### src/common/shift_reg_pkg.sv
package shift_reg_pkg;

    localparam int STAGE_COUNT = 4;
    localparam logic [3:0] STAGES_RESET = 4'h0;
    localparam logic STAGE_FOUR_INV_RESET = 1'h1;
    localparam int STAGE_ONE_POS = 0;
    localparam int STAGE_FOUR_POS = 3;

    typedef struct packed {
        logic j_in;
        logic k_in_n;
    } serial_pair_t;

    typedef enum logic [1:0] {
        MODE_LOAD = 2'h1,
        MODE_SHIFT = 2'h2
    } mode_t;

endpackage

### src/rtl/input_sync.sv
`timescale 1ns/1ps
`default_nettype none

module input_sync #(
    parameter int WIDTH = 1
) (
    input wire logic core_clk,
    input wire logic rst_n,
    input wire logic [WIDTH-1:0] async_in,
    output logic [WIDTH-1:0] sync_out
);

    logic [WIDTH-1:0] meta_q;

    always_ff @(posedge core_clk or negedge rst_n) begin
        if (!rst_n) begin
            meta_q <= '0;
            sync_out <= '0;
        end else begin
            meta_q <= async_in;
            sync_out <= meta_q;
        end
    end

endmodule
`default_nettype wire

### src/rtl/parallel_shift_reg.sv
// Operation
// RULE1: Four stages, each with its own parallel data input and output.
// RULE2: Shift_not_load low loads all four parallel data inputs.
// RULE3: Loaded values appear only after a rising clock edge.
// RULE4: Serial inputs are ignored during parallel load.
// RULE5: Shift_not_load high moves stage one to two, two to three, three to four.
// RULE6: While shifting, stage one takes its value from J and inverted K.
// RULE7: Stage one: 0/1 hold, 0/0 clear, 1/1 set, 1/0 toggle.
// RULE8: Clear low forces stages low, inverted output high, overriding everything. Code applies it only on a core_clk edge, after two sync flops.
// RULE9: Inverted output always equals the inverse of stage four.
// RULE10: Only two modes: parallel load and shift toward stage four.
// RULE11: Without clock edge or clear, all outputs keep their values.
// RULE12: Driving logic keeps inputs stable around edges, releases clear before edge.
`timescale 1ns/1ps
`default_nettype none

module parallel_shift_reg (
    input wire logic core_clk,
    input wire logic rst_n,
    input wire logic clear_n,
    input wire logic shift_not_load,
    input wire logic j_in,
    input wire logic k_in_n,
    input wire logic [3:0] data_in,
    output logic stage_one_out,
    output logic stage_two_out,
    output logic stage_three_out,
    output logic stage_four_out,
    output logic stage_four_out_inverted
);

    // ****************************************
    // Input synchronisers
    // ****************************************
    logic [7:0] sync_bus;
    logic [7:0] raw_bus;
    shift_reg_pkg::serial_pair_t serial_s;
    logic [3:0] data_s;
    logic mode_bit_s;
    logic clear_n_s;
    shift_reg_pkg::mode_t mode;

    assign raw_bus = {clear_n, shift_not_load, j_in, k_in_n, data_in};

    input_sync #(
        .WIDTH(8)
    ) u_sync (
        .core_clk(core_clk),
        .rst_n(rst_n),
        .async_in(raw_bus),
        .sync_out(sync_bus)
    );

    // Synced clear defaults low, so the register stays cleared after reset
    assign clear_n_s = sync_bus[7];
    assign mode_bit_s = sync_bus[6];
    assign serial_s = shift_reg_pkg::serial_pair_t'(sync_bus[5:4]);
    assign data_s = sync_bus[3:0];
    assign mode = mode_bit_s ? shift_reg_pkg::MODE_SHIFT : shift_reg_pkg::MODE_LOAD; // RULE10

    // ****************************************
    // Stage register
    // ****************************************
    logic [3:0] stages_q;
    logic [3:0] stages_d;
    logic first_d;

    // J-K behaviour of the first stage
    always_comb begin
        unique case ({serial_s.j_in, serial_s.k_in_n})
            2'h1: first_d = stages_q[shift_reg_pkg::STAGE_ONE_POS]; // RULE7
            2'h0: first_d = 1'h0; // RULE7
            2'h3: first_d = 1'h1; // RULE7
            2'h2: first_d = ~stages_q[shift_reg_pkg::STAGE_ONE_POS]; // RULE7
        endcase
    end

    always_comb begin
        unique case (mode)
            shift_reg_pkg::MODE_LOAD: stages_d = data_s; // RULE2 RULE4
            shift_reg_pkg::MODE_SHIFT: stages_d = {stages_q[2:0], first_d}; // RULE5 RULE6
            default: stages_d = stages_q;
        endcase
    end

    always_ff @(posedge core_clk or negedge rst_n) begin // RULE1 RULE3 RULE11
        if (!rst_n) begin
            stages_q <= shift_reg_pkg::STAGES_RESET;
        end else if (!clear_n_s) begin
            stages_q <= shift_reg_pkg::STAGES_RESET; // RULE8
        end else begin
            stages_q <= stages_d;
        end
    end

    // ****************************************
    // Outputs
    // ****************************************
    // Inverted output registered from the same next value to stay exact
    always_ff @(posedge core_clk or negedge rst_n) begin
        if (!rst_n) begin
            stage_four_out_inverted <= shift_reg_pkg::STAGE_FOUR_INV_RESET;
        end else if (!clear_n_s) begin
            stage_four_out_inverted <= shift_reg_pkg::STAGE_FOUR_INV_RESET; // RULE8
        end else begin
            stage_four_out_inverted <= ~stages_d[shift_reg_pkg::STAGE_FOUR_POS]; // RULE9
        end
    end

    assign stage_one_out = stages_q[0];
    assign stage_two_out = stages_q[1];
    assign stage_three_out = stages_q[2];
    assign stage_four_out = stages_q[3];
endmodule
`default_nettype wire

### config.mk
export PLATFORM = sky130hd
export DESIGN_NAME = parallel_shift_reg
export DESIGN_NICKNAME = d
export VERILOG_FILES = /design/src/common/shift_reg_pkg.sv /design/src/rtl/input_sync.sv /design/src/rtl/parallel_shift_reg.sv
export SDC_FILE = /design/constraint.sdc
export NUM_CORES = 1
export LEC_CHECK = 0
export BUFFER_PORTS_ARGS = -buffer_cell sky130_fd_sc_hd__buf_2
export CELL_PAD_IN_SITES_DETAIL_PLACEMENT = 0
export CELL_PAD_IN_SITES_GLOBAL_PLACEMENT = 1
export CORE_MARGIN = 3
export CORE_UTILIZATION = 39
export CTS_CLUSTER_SIZE = 14
export DETAILED_ROUTE_END_ITERATION = 16
export PLACE_DENSITY = 0.69
export SYNTH_ARGS = -nofsm -noshare
export SYNTH_HDL_FRONTEND = slang
export SYNTH_SLANG_ARGS = --single-unit
### constraint.sdc
create_clock -name core_clk -period 1.15 [get_ports core_clk]
set_input_delay 0.1725 -clock core_clk [delete_from_list [all_inputs] [get_ports core_clk]]
set_output_delay 0.1725 -clock core_clk [all_outputs]
set_load 0.005 [all_outputs]
## Word-level counts from Yosys, hierarchy flattened

Cells that the tools add are included.

- Add/subtract/negate cells: 0
- $mul: 0
- Divide/modulo/power cells: 0
- $lt $le $gt $ge: 0
- Eq/ne operators: 7
- Shift-type cells: 0
- Multiplexer cells: 5
- Bitwise logic cells: 2
- Reductions and logical operators: 2

Operators by type and width:

| kind | number |
|---|---|
| one-hot mux 4 bit (2 select lines) | 1 |
| == test 2 bit (second input constant) | 3 |
| != test 3 bit (second input constant) | 2 |
| == test 2 x 1 -> 1 bit (second input constant) | 2 |
| two-way mux 4 bit | 1 |
| one-hot mux 1 bit (3 select lines) | 1 |
| logical NOT 2 bit | 1 |
| two-way mux 2 bit | 1 |
| inverter 1 bit | 2 |
| AND reduction 2 bit | 1 |
| two-way mux 1 bit | 1 |

- Flip-flop bits (word level): 21
- Latch bits: 0
- Bits in writable memories: 0
- Bits in read-only memories: 0
- Input port bits: 10
- Output and inout port bits: 5
- Memories: 0

## Logic depth before layout (Yosys ltp)

Gate-level depths: netlist (run 1).

- Word-level depth: 5
- Mapped depth: 2
- Depth with buffers taken out: 2

## By module

Synthesis (run 1) repeated with hierarchy kept, for this count alone.

- Cell total of the unflattened synthesis: 31
- Area total of the unflattened synthesis: 604.3 µm²

By module, submodules not included:

| module | times used | cells an instance | area each (µm²) |
|---|---|---|---|
| input_sync | 1 | 16 | 400.4 |
| parallel_shift_reg | 1 | 15 | 203.9 |

## Worst setup path before layout (run 1)

Ideal clock, no wire load.

- Kind: register to register
- From: reg u_sync.sync_out[6]
- To: reg stages_q[3]
- Arrival time: 868 ps
- Data required time: 1031 ps
- Setup slack: 163 ps
- Cell stages (with the launch flop): 3
- Period minus slack after synthesis: 987 ps
- Cell sequence: dfrtp_1 mux2_4 and2_1

- Cells in the longest elaborated chain, start to end: 4

RTL lines:

| element | RTL line | text |
|---|---|---|
| start: declaration | input_sync.sv:10 | `output logic [WIDTH-1:0] sync_out` |
| start signal: assignment | input_sync.sv:21 | `sync_out <= meta_q;` |
| two-way mux 2 bit (*) | parallel_shift_reg.sv:59 | `assign mode = mode_bit_s ? shift_reg_pkg::MODE_SHIFT : shift_reg_pkg::MODE_LOAD;` |
| == test 2 bit or == test 2 x 1 -> 1 bit (tied branches) | parallel_shift_reg.sv:79 | `unique case (mode)` |
| one-hot mux 4 bit (2 select lines) (*) | parallel_shift_reg.sv:79 |  |
| two-way mux 4 bit (*) | parallel_shift_reg.sv:89 | `end else if (!clear_n_s) begin` |
| end signal: assignment | parallel_shift_reg.sv:88 | `stages_q <= shift_reg_pkg::STAGES_RESET;` |
| end signal: assignment | parallel_shift_reg.sv:90 | `stages_q <= shift_reg_pkg::STAGES_RESET;` |
| end signal: assignment | parallel_shift_reg.sv:92 | `stages_q <= stages_d;` |
| end: declaration | parallel_shift_reg.sv:64 | `logic [3:0] stages_q;` |

Every way passes the cells marked *; elsewhere a longest branch is shown, timed or not.
A chain may end at the register's enable or synchronous reset.

## Worst setup path in the final report (run 1)

- From: reg stage_four_out_inverted
- To: out stage_four_out_inverted

RTL lines:

| element | RTL line | text |
|---|---|---|
| start: declaration | parallel_shift_reg.sv:29 | `output logic stage_four_out_inverted` |
| start signal: assignment | parallel_shift_reg.sv:102 | `stage_four_out_inverted <= shift_reg_pkg::STAGE_FOUR_INV_RESET;` |
| start signal: assignment | parallel_shift_reg.sv:104 | `stage_four_out_inverted <= shift_reg_pkg::STAGE_FOUR_INV_RESET;` |
| start signal: assignment | parallel_shift_reg.sv:106 | `stage_four_out_inverted <= ~stages_d[shift_reg_pkg::STAGE_FOUR_POS];` |

No word-level cell between the ends.

==> results.yml, run 1 <==
global_routing:
  track_usage: 0.0904
  grt_max_degree: 22
  use_met2: 0.150
  grt_overflow: 0
  grt_pass1_vias: 321
  antenna_found_initial: 0
  grt_pass1_wl_um: 1270
  busiest_layer: "met2"
  use_met3: 0.0239
  grt_util_met1: 0.0964
floorplan:
  core_area_mm2: 0.00138
  start_util: 0.437
  die_area_mm2: 0.00206
  dieWidth_um: 45.4
  rows: 13
  io_pins: 15
  die_height_um: 45.4
sta:
  finalHoldViolations: 0
  timing.fmax_mhz: 922
  finalSetupViolCount: 0
  fin_tns_setup_ns: 0
  skew_ns: 0.00251
  max-slew-margin-rel: 0.719
  rsz0062_at_grt: "no"
  final.period_utilization: 0.943
  min_period_ns: 1.08
  worstMarginPinSlew_ns: 0.422
  slew_violations: 0
drt:
  antenna_left: 0
  post-route-drc-count: 0
  drtIter0Drc: 0
  wl_per_cell_um: 9.86
  finalWirelength_um: 730
  num_vias: 317
  firstDrtPassIters: 1
  via_per_inst: 4.28
logic_synthesis:
  synthSimpleGateAreaFrac: 0.0373
  yosys.area.top_type: "dfrtp_1"
  synth_top_family_by_area: "multiplexers"
  yosysWarnings: 0
  syn_nets: 41
  synthMuxAreaShare: 0.0745
  synth_compound_area_frac: 0.0166
  synth_xor_area_frac: 0
  ys_async_sr_fraction: 1.00
  synthCells: 31
  syn_area_um2: 604
  avgSynthCellArea_um2: 19.5
  synth-adder-area-share: 0
  synth_top_cell_area_share: 0.828
  ys_types: 9
  ys_seq_elements: 21
  ys_seq_area_frac: 0.872
  yosys-top-cells-count: "20 x dfrtp_1, 3 x mux2i_1, 2 x nor2b_1"
  yosysMostFrequentCell: "dfrtp_1"
  synth_edf_count: 0
  synth_ff_type: "dfrtp_1"
  yosys-top-cells-area: "dfrtp_1 83%, mux2i_1 5.0%, dfstp_2 4.3%"
place:
  io_buffers: 14
  gp_congestion: 0.668
  dp.cells: 61
  dp_hpwl_um: 520
layout:
  fin_cells: 74
  multi_input_area_um2: 77.6
  syn2layout_area_growth_pct: 35.2
  n_fill_cell: 92
  drive_gt1_frac: 0.339
  ff_latch_area_um2: 527
  diodes: 0
  nNetsFinal: 70
status:
  outcome: "finished, final reports clean"
clocking:
  cts_buffer_depth: 2
  cts_sinks: 21
  clk_latency_ns: 0.29
  cts_tree: "yes"
  cts_max_level: 1
  path_clk_slew_ns: 0.10
  postCtsResizedCells: 0
  cts-root-buf: "clkbuf_4"
  cts_buffers: 3
hold_path:
  min_path_type: "primary input to asynchronous set/reset pin"
setup_path:
  critPathTopFamily: "flip-flops"
  startpoint_type: "register"
  cp.buffers_inverters: 1
  setup.worst_path.end_class: "output pin"
  cp.arrival_ns: 0.91
  crit_slowest_cell: "dfstp_2"
  crit_path_max_incr_delay_ns: 0.52
  crit_path_cell_trace: "buf_2"
  crit_type: "register to output pin"
  cp.required_ns: 0.98
  crit_fanout: 1
power:
  peakVddDrop_mv: 0.811
  p_leak_nw: 0.400
  p_per_area_mw_per_mm2: 1480
job:
  drv_cap: 0
## cell type report
cell class,instances,area share
clock buffer,4,0.0322
multi-input combinational,10,0.0949
sequential,21,0.645
tap,15,0.0230
timing repair buffer,24,0.205
## registers in the layout (all words and copies together), names as in the netlist
register	count
stage_four_out_inverted	1
u_sync.meta_q	8
stages_q	4
u_sync.sync_out	8
## placed cells by master, fill, tap and decap left out
| cell | count |
|---|---|
| o21ai_0 | 1 |
| nor2b_1 | 2 |
| dfrtp_1 | 20 |
| dfstp_2 | 1 |
| clkbuf_1 | 1 |
| mux2i_1 | 3 |
| dlygate4sd3_1 | 9 |
| buf_2 | 14 |
| nand2_1 | 1 |
| clkbuf_4 | 3 |
| buf_4 | 1 |
| mux2_4 | 1 |
| a21oi_1 | 1 |
| and2_1 | 1 |
## repair_timing
action | in CTS | in global routing
hold buffers | 9 | 0
buffers inserted | 0 | 0
endpoints found under the hold margin | 28 | 0
## logic make-up (layout without fill, tap and decap cells)
| family | Yosys count | in the layout |
|---|---|---|
| simple gates | 4 | 4 |
| compound gates | 2 | 2 |
| mux | 4 | 4 |
| buf+inv | 0 | 28 |
| flops | 21 | 21 |
## final timing paths
check | startpoint | end | slack (ns) | cells after the start
setup / recovery | stage_four_out_inverted | stage_four_out_inverted | 0.07 | 1
hold / removal | rst_n | u_sync.meta_q[6] | 0.33 | 2
setup reg to reg | u_sync.sync_out[6] | stages_q[3] | 0.19 | 2
hold reg to reg | u_sync.meta_q[1] | u_sync.sync_out[1] | 0.36 | 0
max in group asynchronous | rst_n | stage_four_out_inverted | 0.49 | 2
min in group core_clk | u_sync.meta_q[1] | u_sync.sync_out[1] | 0.36 | 0
## per-stage QoR
| stage | setup slack, ns | area (um^2) | hold slack, ns | util | total power, mW |
|---|---|---|---|---|---|
| finish | 0.0656 | 817 | 0.331 | 0.591 | 1.21 |
| CTS | 0.0593 | 817 | 0.341 | 0.591 | 1.22 |
| floorplan | 0.163 | 604 | -0.123 | - | 0.827 |
| detailed placement | 0.200 | 701 | 0.135 | 0.507 | 0.874 |
| global route | 0.0387 | 817 | 0.362 | 0.591 | 1.26 |
| global placement | 0.221 | 701 | 0.122 | 0.507 | 0.869 |
## metal layers
metal	share of wire	routed length [um]
met1	0.43	312
met3	0.095	69
met2	0.48	348
met5	0	0
met4	0	0
## where the power goes
part	leakage, nW	internal [mW]	total [mW]	switching, mW
combinational	0.135	0.0536	0.0861	0.0325
clock	0.0150	0.135	0.331	0.196
sequential	0.249	0.778	0.792	0.0141
Note: power is estimated with default switching activity, not from simulation.
==> inputs of run 2 (changes only) <==
--- a/config.mk
+++ b/config.mk
@@ -9,10 +9,10 @@
 export CELL_PAD_IN_SITES_DETAIL_PLACEMENT = 0
 export CELL_PAD_IN_SITES_GLOBAL_PLACEMENT = 1
 export CORE_MARGIN = 3
-export CORE_UTILIZATION = 39
+export CORE_UTILIZATION = 43
 export CTS_CLUSTER_SIZE = 14
 export DETAILED_ROUTE_END_ITERATION = 16
-export PLACE_DENSITY = 0.69
+export PLACE_DENSITY = 0.75
 export SYNTH_ARGS = -nofsm -noshare
 export SYNTH_HDL_FRONTEND = slang
 export SYNTH_SLANG_ARGS = --single-unit
==> constraint.sdc (replaced) <==
create_clock -name core_clk -period 1.3 [get_ports core_clk]
set_input_delay 0.195 -clock core_clk [delete_from_list [all_inputs] [get_ports core_clk]]
set_output_delay 0.195 -clock core_clk [all_outputs]
set_load 0.005 [all_outputs]
==> run 2 against run 1 <==
  * Hold slack worse by 0.31 ns
  * Die area decreased by 8.1%
  * Cell count is 4.1% lower
  * First-iteration DRC count grew 3
  * Combinational power decreased by 16%
  * Non-clock buffer count shrank 2
  * Worst setup slack better by 0.12 ns
  * Total power is 12% lower
  * Sequential cell count stayed put
  * Sequential share of layout area rose by 1.4 points
  * Routed wire length grew 16%
  * Global-route usage rose by 0.76 points
  * Critical endpoint unchanged
  * Largest power group unchanged
==> results.yml, run 2 (synthesized netlist as in run 1, its figures left out) <==
status:
  outcome: "finished, final reports clean"
layout:
  drive_gt1_frac: 0.351
  n_fill_cell: 83
  diodes: 0
  syn2layout_area_growth_pct: 32.3
  reg.largest.list: "u_sync.meta_q x8, u_sync.sync_out x8, stages_q x4"
  fin_cells: 71
  final_cell_mix: "20 x dfrtp_1, 14 x buf_2, 8 x dlygate4sd3_1"
  ff_latch_area_um2: 527
  layout_commonest_cell: "dfrtp_1"
  fin_area_um2: 800
  multi_input_area_um2: 77.6
  fin_util: 0.657
  nNetsFinal: 68
sta:
  final.period_utilization: 0.853
  setup_slack_ns: 0.191
  skew_ns: 0.00525
  rsz0062_at_grt: "no"
  fin_tns_setup_ns: 0
  hold_ws_ns: 0.0167
  min_period_ns: 1.11
  finalSetupViolCount: 0
  timing.fmax_mhz: 901
  finalHoldViolations: 0
  max-slew-margin-rel: 0.710
  worstMarginPinSlew_ns: 0.436
  slew_violations: 0
power:
  pwr-share-comb: 0.067
  p_per_area_mw_per_mm2: 1340
  p_leak_nw: 0.393
  swShare: 0.208
  pwr-share-clk: 0.275
  peakVddDrop_mv: 0.885
  internal-power_uw: 846
  netSwitchingPower_uw: 222
  seqPwrFrac: 0.658
  power_mw: 1.07
floorplan:
  core_area_mm2: 0.00122
  start_util: 0.497
  dieWidth_um: 43.5
  io_pins: 15
  die_height_um: 43.5
  rows: 12
  die_area_mm2: 0.00189
clocking:
  cts_setup_buffers: 0
  cts-root-buf: "clkbuf_4"
  cts_tree: "yes"
  cts_buffer_depth: 2
  cts_buffers: 3
  cts_sinks: 21
  path_clk_slew_ns: 0.11
  cts_max_level: 1
  clk_latency_ns: 0.29
job:
  drv_cap: 0
drt:
  via_per_inst: 4.38
  post-route-drc-count: 0
  wl_per_cell_um: 11.9
  firstDrtPassIters: 2
  finalWirelength_um: 846
  antenna_left: 0
  num_vias: 311
  drtIter0Drc: 3
setup_path:
  cp-endpoint: "stage_four_out_inverted"
  critPathTopFamily: "flip-flops"
  reg2reg_from: "u_sync.sync_out[6]"
  crit_start: "stage_four_out_inverted"
  startpoint_type: "register"
  crit_fanout: 1
  crit_type: "register to output pin"
  crit_slowest_cell: "dfstp_2"
  cp.required_ns: 1.11
  cp.buffers_inverters: 1
  crit_path_max_incr_delay_ns: 0.53
  cp.arrival_ns: 0.91
  rr_worst_depth: 2
  reg2reg_to: "stages_q[3]"
  crit_path_cell_trace: "buf_2"
  rrSetupSlack_ns: 0.25
  setup.worst_path.end_class: "output pin"
  worst-path-stages: 1
global_routing:
  antenna_found_initial: 0
  grt_pass1_wl_um: 1350
  grt_max_degree: 22
  grt_pass1_vias: 329
  grt_overflow: 0
  track_usage: 0.0980
hold_path:
  min_path_type: "primary input to register"
place:
  dp_slack_ns: 0.264
  post_dp_cell_area_um2: 692
  io_buffers: 14
  gp_congestion: 0.639
  dp.cells: 59
[run 2: cell types whose count changed in the layout (fill, tap and decap cells not counted)]
cell / change
dlygate4sd3_1: -1
clkbuf_1: -1
buf_4: -1
clkinv_2: +1
[run 2: power by group through the flow]
stage,Combinational (mW),Clock (mW),Sequential [mW]
global route,0.0826,0.333,0.707
global placement,0.0522,0,0.715
detailed placement,0.0539,0,0.716
floorplan,0.0168,0,0.715
finish,0.0720,0.293,0.703
CTS,0.0609,0.300,0.704
[run 2: metal layers]
| layer | part of all wire | global-route usage |
|---|---|---|
| met1 | 0.41 | 0.119 |
| met2 | 0.51 | 0.165 |
| met3 | 0.071 | 0.0290 |
| met4 | 0.0071 | 0.0361 |
| met5 | 0 | 0 |
[run 2: worst min-delay path by stage]
| stage | start | end | slack [ns] | cells after the start |
|---|---|---|---|---|
| after global routing | clear_n | u_sync.meta_q[7] | 0.005 | 1 |
| after floorplan | rst_n | stages_q[0] | -0.10 | 0 |
| final | clear_n | u_sync.meta_q[7] | 0.02 | 1 |
| after CTS | data_in[0] | u_sync.meta_q[0] | 0.002 | 1 |
| after detailed placement | rst_n | u_sync.meta_q[2] | 0.16 | 1 |
| after global placement | rst_n | u_sync.meta_q[6] | 0.15 | 1 |
[run 2: cell type report]
class                           count  share of cell area
Clock buffer                        3              0.0282
Tap cell                           14              0.0219
Multi-Input combinational cell     10              0.0970
Sequential cell                    21               0.659
Timing Repair Buffer               22               0.188
Clock inverter                      1             0.00626
[run 2: repair_timing]
action,CTS,global route
hold buffers,3,5
gates resized for setup,0,0
hold endpoints to repair,22,5
setup endpoints to repair,0,0
==> inputs of run 3 (changes only) <==
--- a/config.mk
+++ b/config.mk
@@ -12,7 +12,7 @@
 export CORE_UTILIZATION = 43
 export CTS_CLUSTER_SIZE = 14
 export DETAILED_ROUTE_END_ITERATION = 16
-export PLACE_DENSITY = 0.75
+export PLACE_DENSITY_LB_ADDON = 0.08
 export SYNTH_ARGS = -nofsm -noshare
 export SYNTH_HDL_FRONTEND = slang
 export SYNTH_SLANG_ARGS = --single-unit
==> run 3 against run 2 <==
  * Design area increased by 1.1%
  * Hold slack better by 0.34 ns
  * Total power rose by 0.12%
  * Critical path type unchanged
  * Via count grew 3.9%
  * Register-to-register slack about the same
  * Highest routed layer is now met3
  * Critical path depth is the same
  * Utilization rose by 0.72 points
  * Clock skew decreased by 0.0038 ns
  * Clock-buffer cell count rose by 1
==> results.yml, run 3 (synthesized netlist as in run 1, its figures left out) <==
layout:
  diodes: 0
  syn2layout_area_growth_pct: 33.7
  final_cell_mix: "20 x dfrtp_1, 14 x buf_2, 9 x dlygate4sd3_1"
  layout_commonest_cell: "dfrtp_1"
  nNetsFinal: 69
  drive_gt1_frac: 0.328
  reg.largest.list: "u_sync.meta_q x8, u_sync.sync_out x8, stages_q x4"
clocking:
  cts_tree: "yes"
  cts_max_level: 1
  path_clk_slew_ns: 0.10
  cts_sinks: 21
  clk_latency_ns: 0.29
  cts_buffers: 3
  cts_setup_buffers: 0
  cts-root-buf: "clkbuf_4"
  cts_buffer_depth: 2
setup_path:
  cp.buffers_inverters: 1
  crit_type: "register to output pin"
  cp.required_ns: 1.11
  crit_path_cell_trace: "buf_2"
  crit_slowest_cell: "dfstp_2"
  reg2reg_to: "stages_q[3]"
  crit_fanout: 1
  startpoint_type: "register"
  rrSetupSlack_ns: 0.26
  cp.arrival_ns: 0.91
  critPathTopFamily: "flip-flops"
  crit_path_max_incr_delay_ns: 0.52
  reg2reg_from: "u_sync.sync_out[6]"
  setup.worst_path.end_class: "output pin"
  rr_worst_depth: 2
  worst-path-stages: 1
floorplan:
  rows: 12
  start_util: 0.497
  die_height_um: 43.5
  dieWidth_um: 43.5
  io_pins: 15
  die_area_mm2: 0.00189
  core_area_mm2: 0.00122
global_routing:
  grt_overflow: 0
  antenna_found_initial: 0
  track_usage: 0.109
  grt_max_degree: 22
  grt_pass1_wl_um: 1440
  grt_pass1_vias: 366
sta:
  min_period_ns: 1.11
  skew_ns: 0.00140
  finalSetupViolCount: 0
  max-slew-margin-rel: 0.715
  worstMarginPinSlew_ns: 0.428
  rsz0062_at_grt: "no"
  fin_tns_setup_ns: 0
  timing.fmax_mhz: 904
  finalHoldViolations: 0
  slew_violations: 0
  final.period_utilization: 0.851
drt:
  firstDrtPassIters: 1
  antenna_left: 0
  post-route-drc-count: 0
  drtIter0Drc: 0
  num_vias: 323
  via_per_inst: 4.49
  wl_per_cell_um: 11.4
  finalWirelength_um: 824
power:
  p_per_area_mw_per_mm2: 1320
  p_leak_nw: 0.395
  power_mw: 1.07
  peakVddDrop_mv: 0.775
job:
  drv_cap: 0
status:
  outcome: "finished, final reports clean"
place:
  gp_congestion: 0.634
  io_buffers: 14
hold_path:
  min_path_type: "primary input to asynchronous set/reset pin"
-- run 3: cell count changes in the layout (fill, tap and decap cells not counted), sizes merged --
cell,delta
clkbuf,+1
dlygate4sd3,+1
clkinv,-1
-- run 3: routing by layer --
metal | routed length, um | up-vias | track usage
met4 | 0 | 0 | 0.0723
li1 | - | 155 | -
met2 | 412 | 15 | 0.198
met5 | 0 | - | 0
met1 | 345 | 153 | 0.108
met3 | 65 | 0 | 0.0290
-- run 3: timing repair --
item	4_1_cts	5_1_grt
gates resized for setup	0	0
hold endpoints to repair	28	0
hold buffers	9	0
-- run 3: area by class of cell --
type / count / area, um^2
tap: 14 / 17.5
sequential: 21 / 527
clock buffer: 4 / 26.3
timing repair buffer: 23 / 160
multi-input combinational: 10 / 77.6
fill: 77 / 408
-- run 3: through the flow --
stage / setup slack (ns) / cells / cell area, um^2 / utilization / hold WS (ns)
floorplan: 0.313 / 31 / 604 / - / -0.101
global placement: 0.296 / 59 / 692 / 0.569 / 0.147
global route: 0.145 / 72 / 808 / 0.665 / 0.374
finish: 0.194 / 72 / 808 / 0.665 / 0.361
detailed placement: 0.276 / 59 / 692 / 0.569 / 0.160
CTS: 0.171 / 72 / 808 / 0.665 / 0.364
-- run 3: worst max-delay path by stage --
stage	from	slack [ns]	to
finish	stage_four_out_inverted	0.19	stage_four_out_inverted
global route	stage_four_out_inverted	0.15	stage_four_out_inverted
CTS	stage_four_out_inverted	0.17	stage_four_out_inverted
detailed placement	u_sync.sync_out[6]	0.28	stages_q[3]
global placement	u_sync.sync_out[6]	0.30	stages_q[3]
floorplan	u_sync.sync_out[6]	0.31	stages_q[3]
-- run 3: power by group --
group / internal [mW] / switching (mW)
combinational: 0.0456 / 0.0271
clock: 0.119 / 0.173
sequential: 0.689 / 0.0162
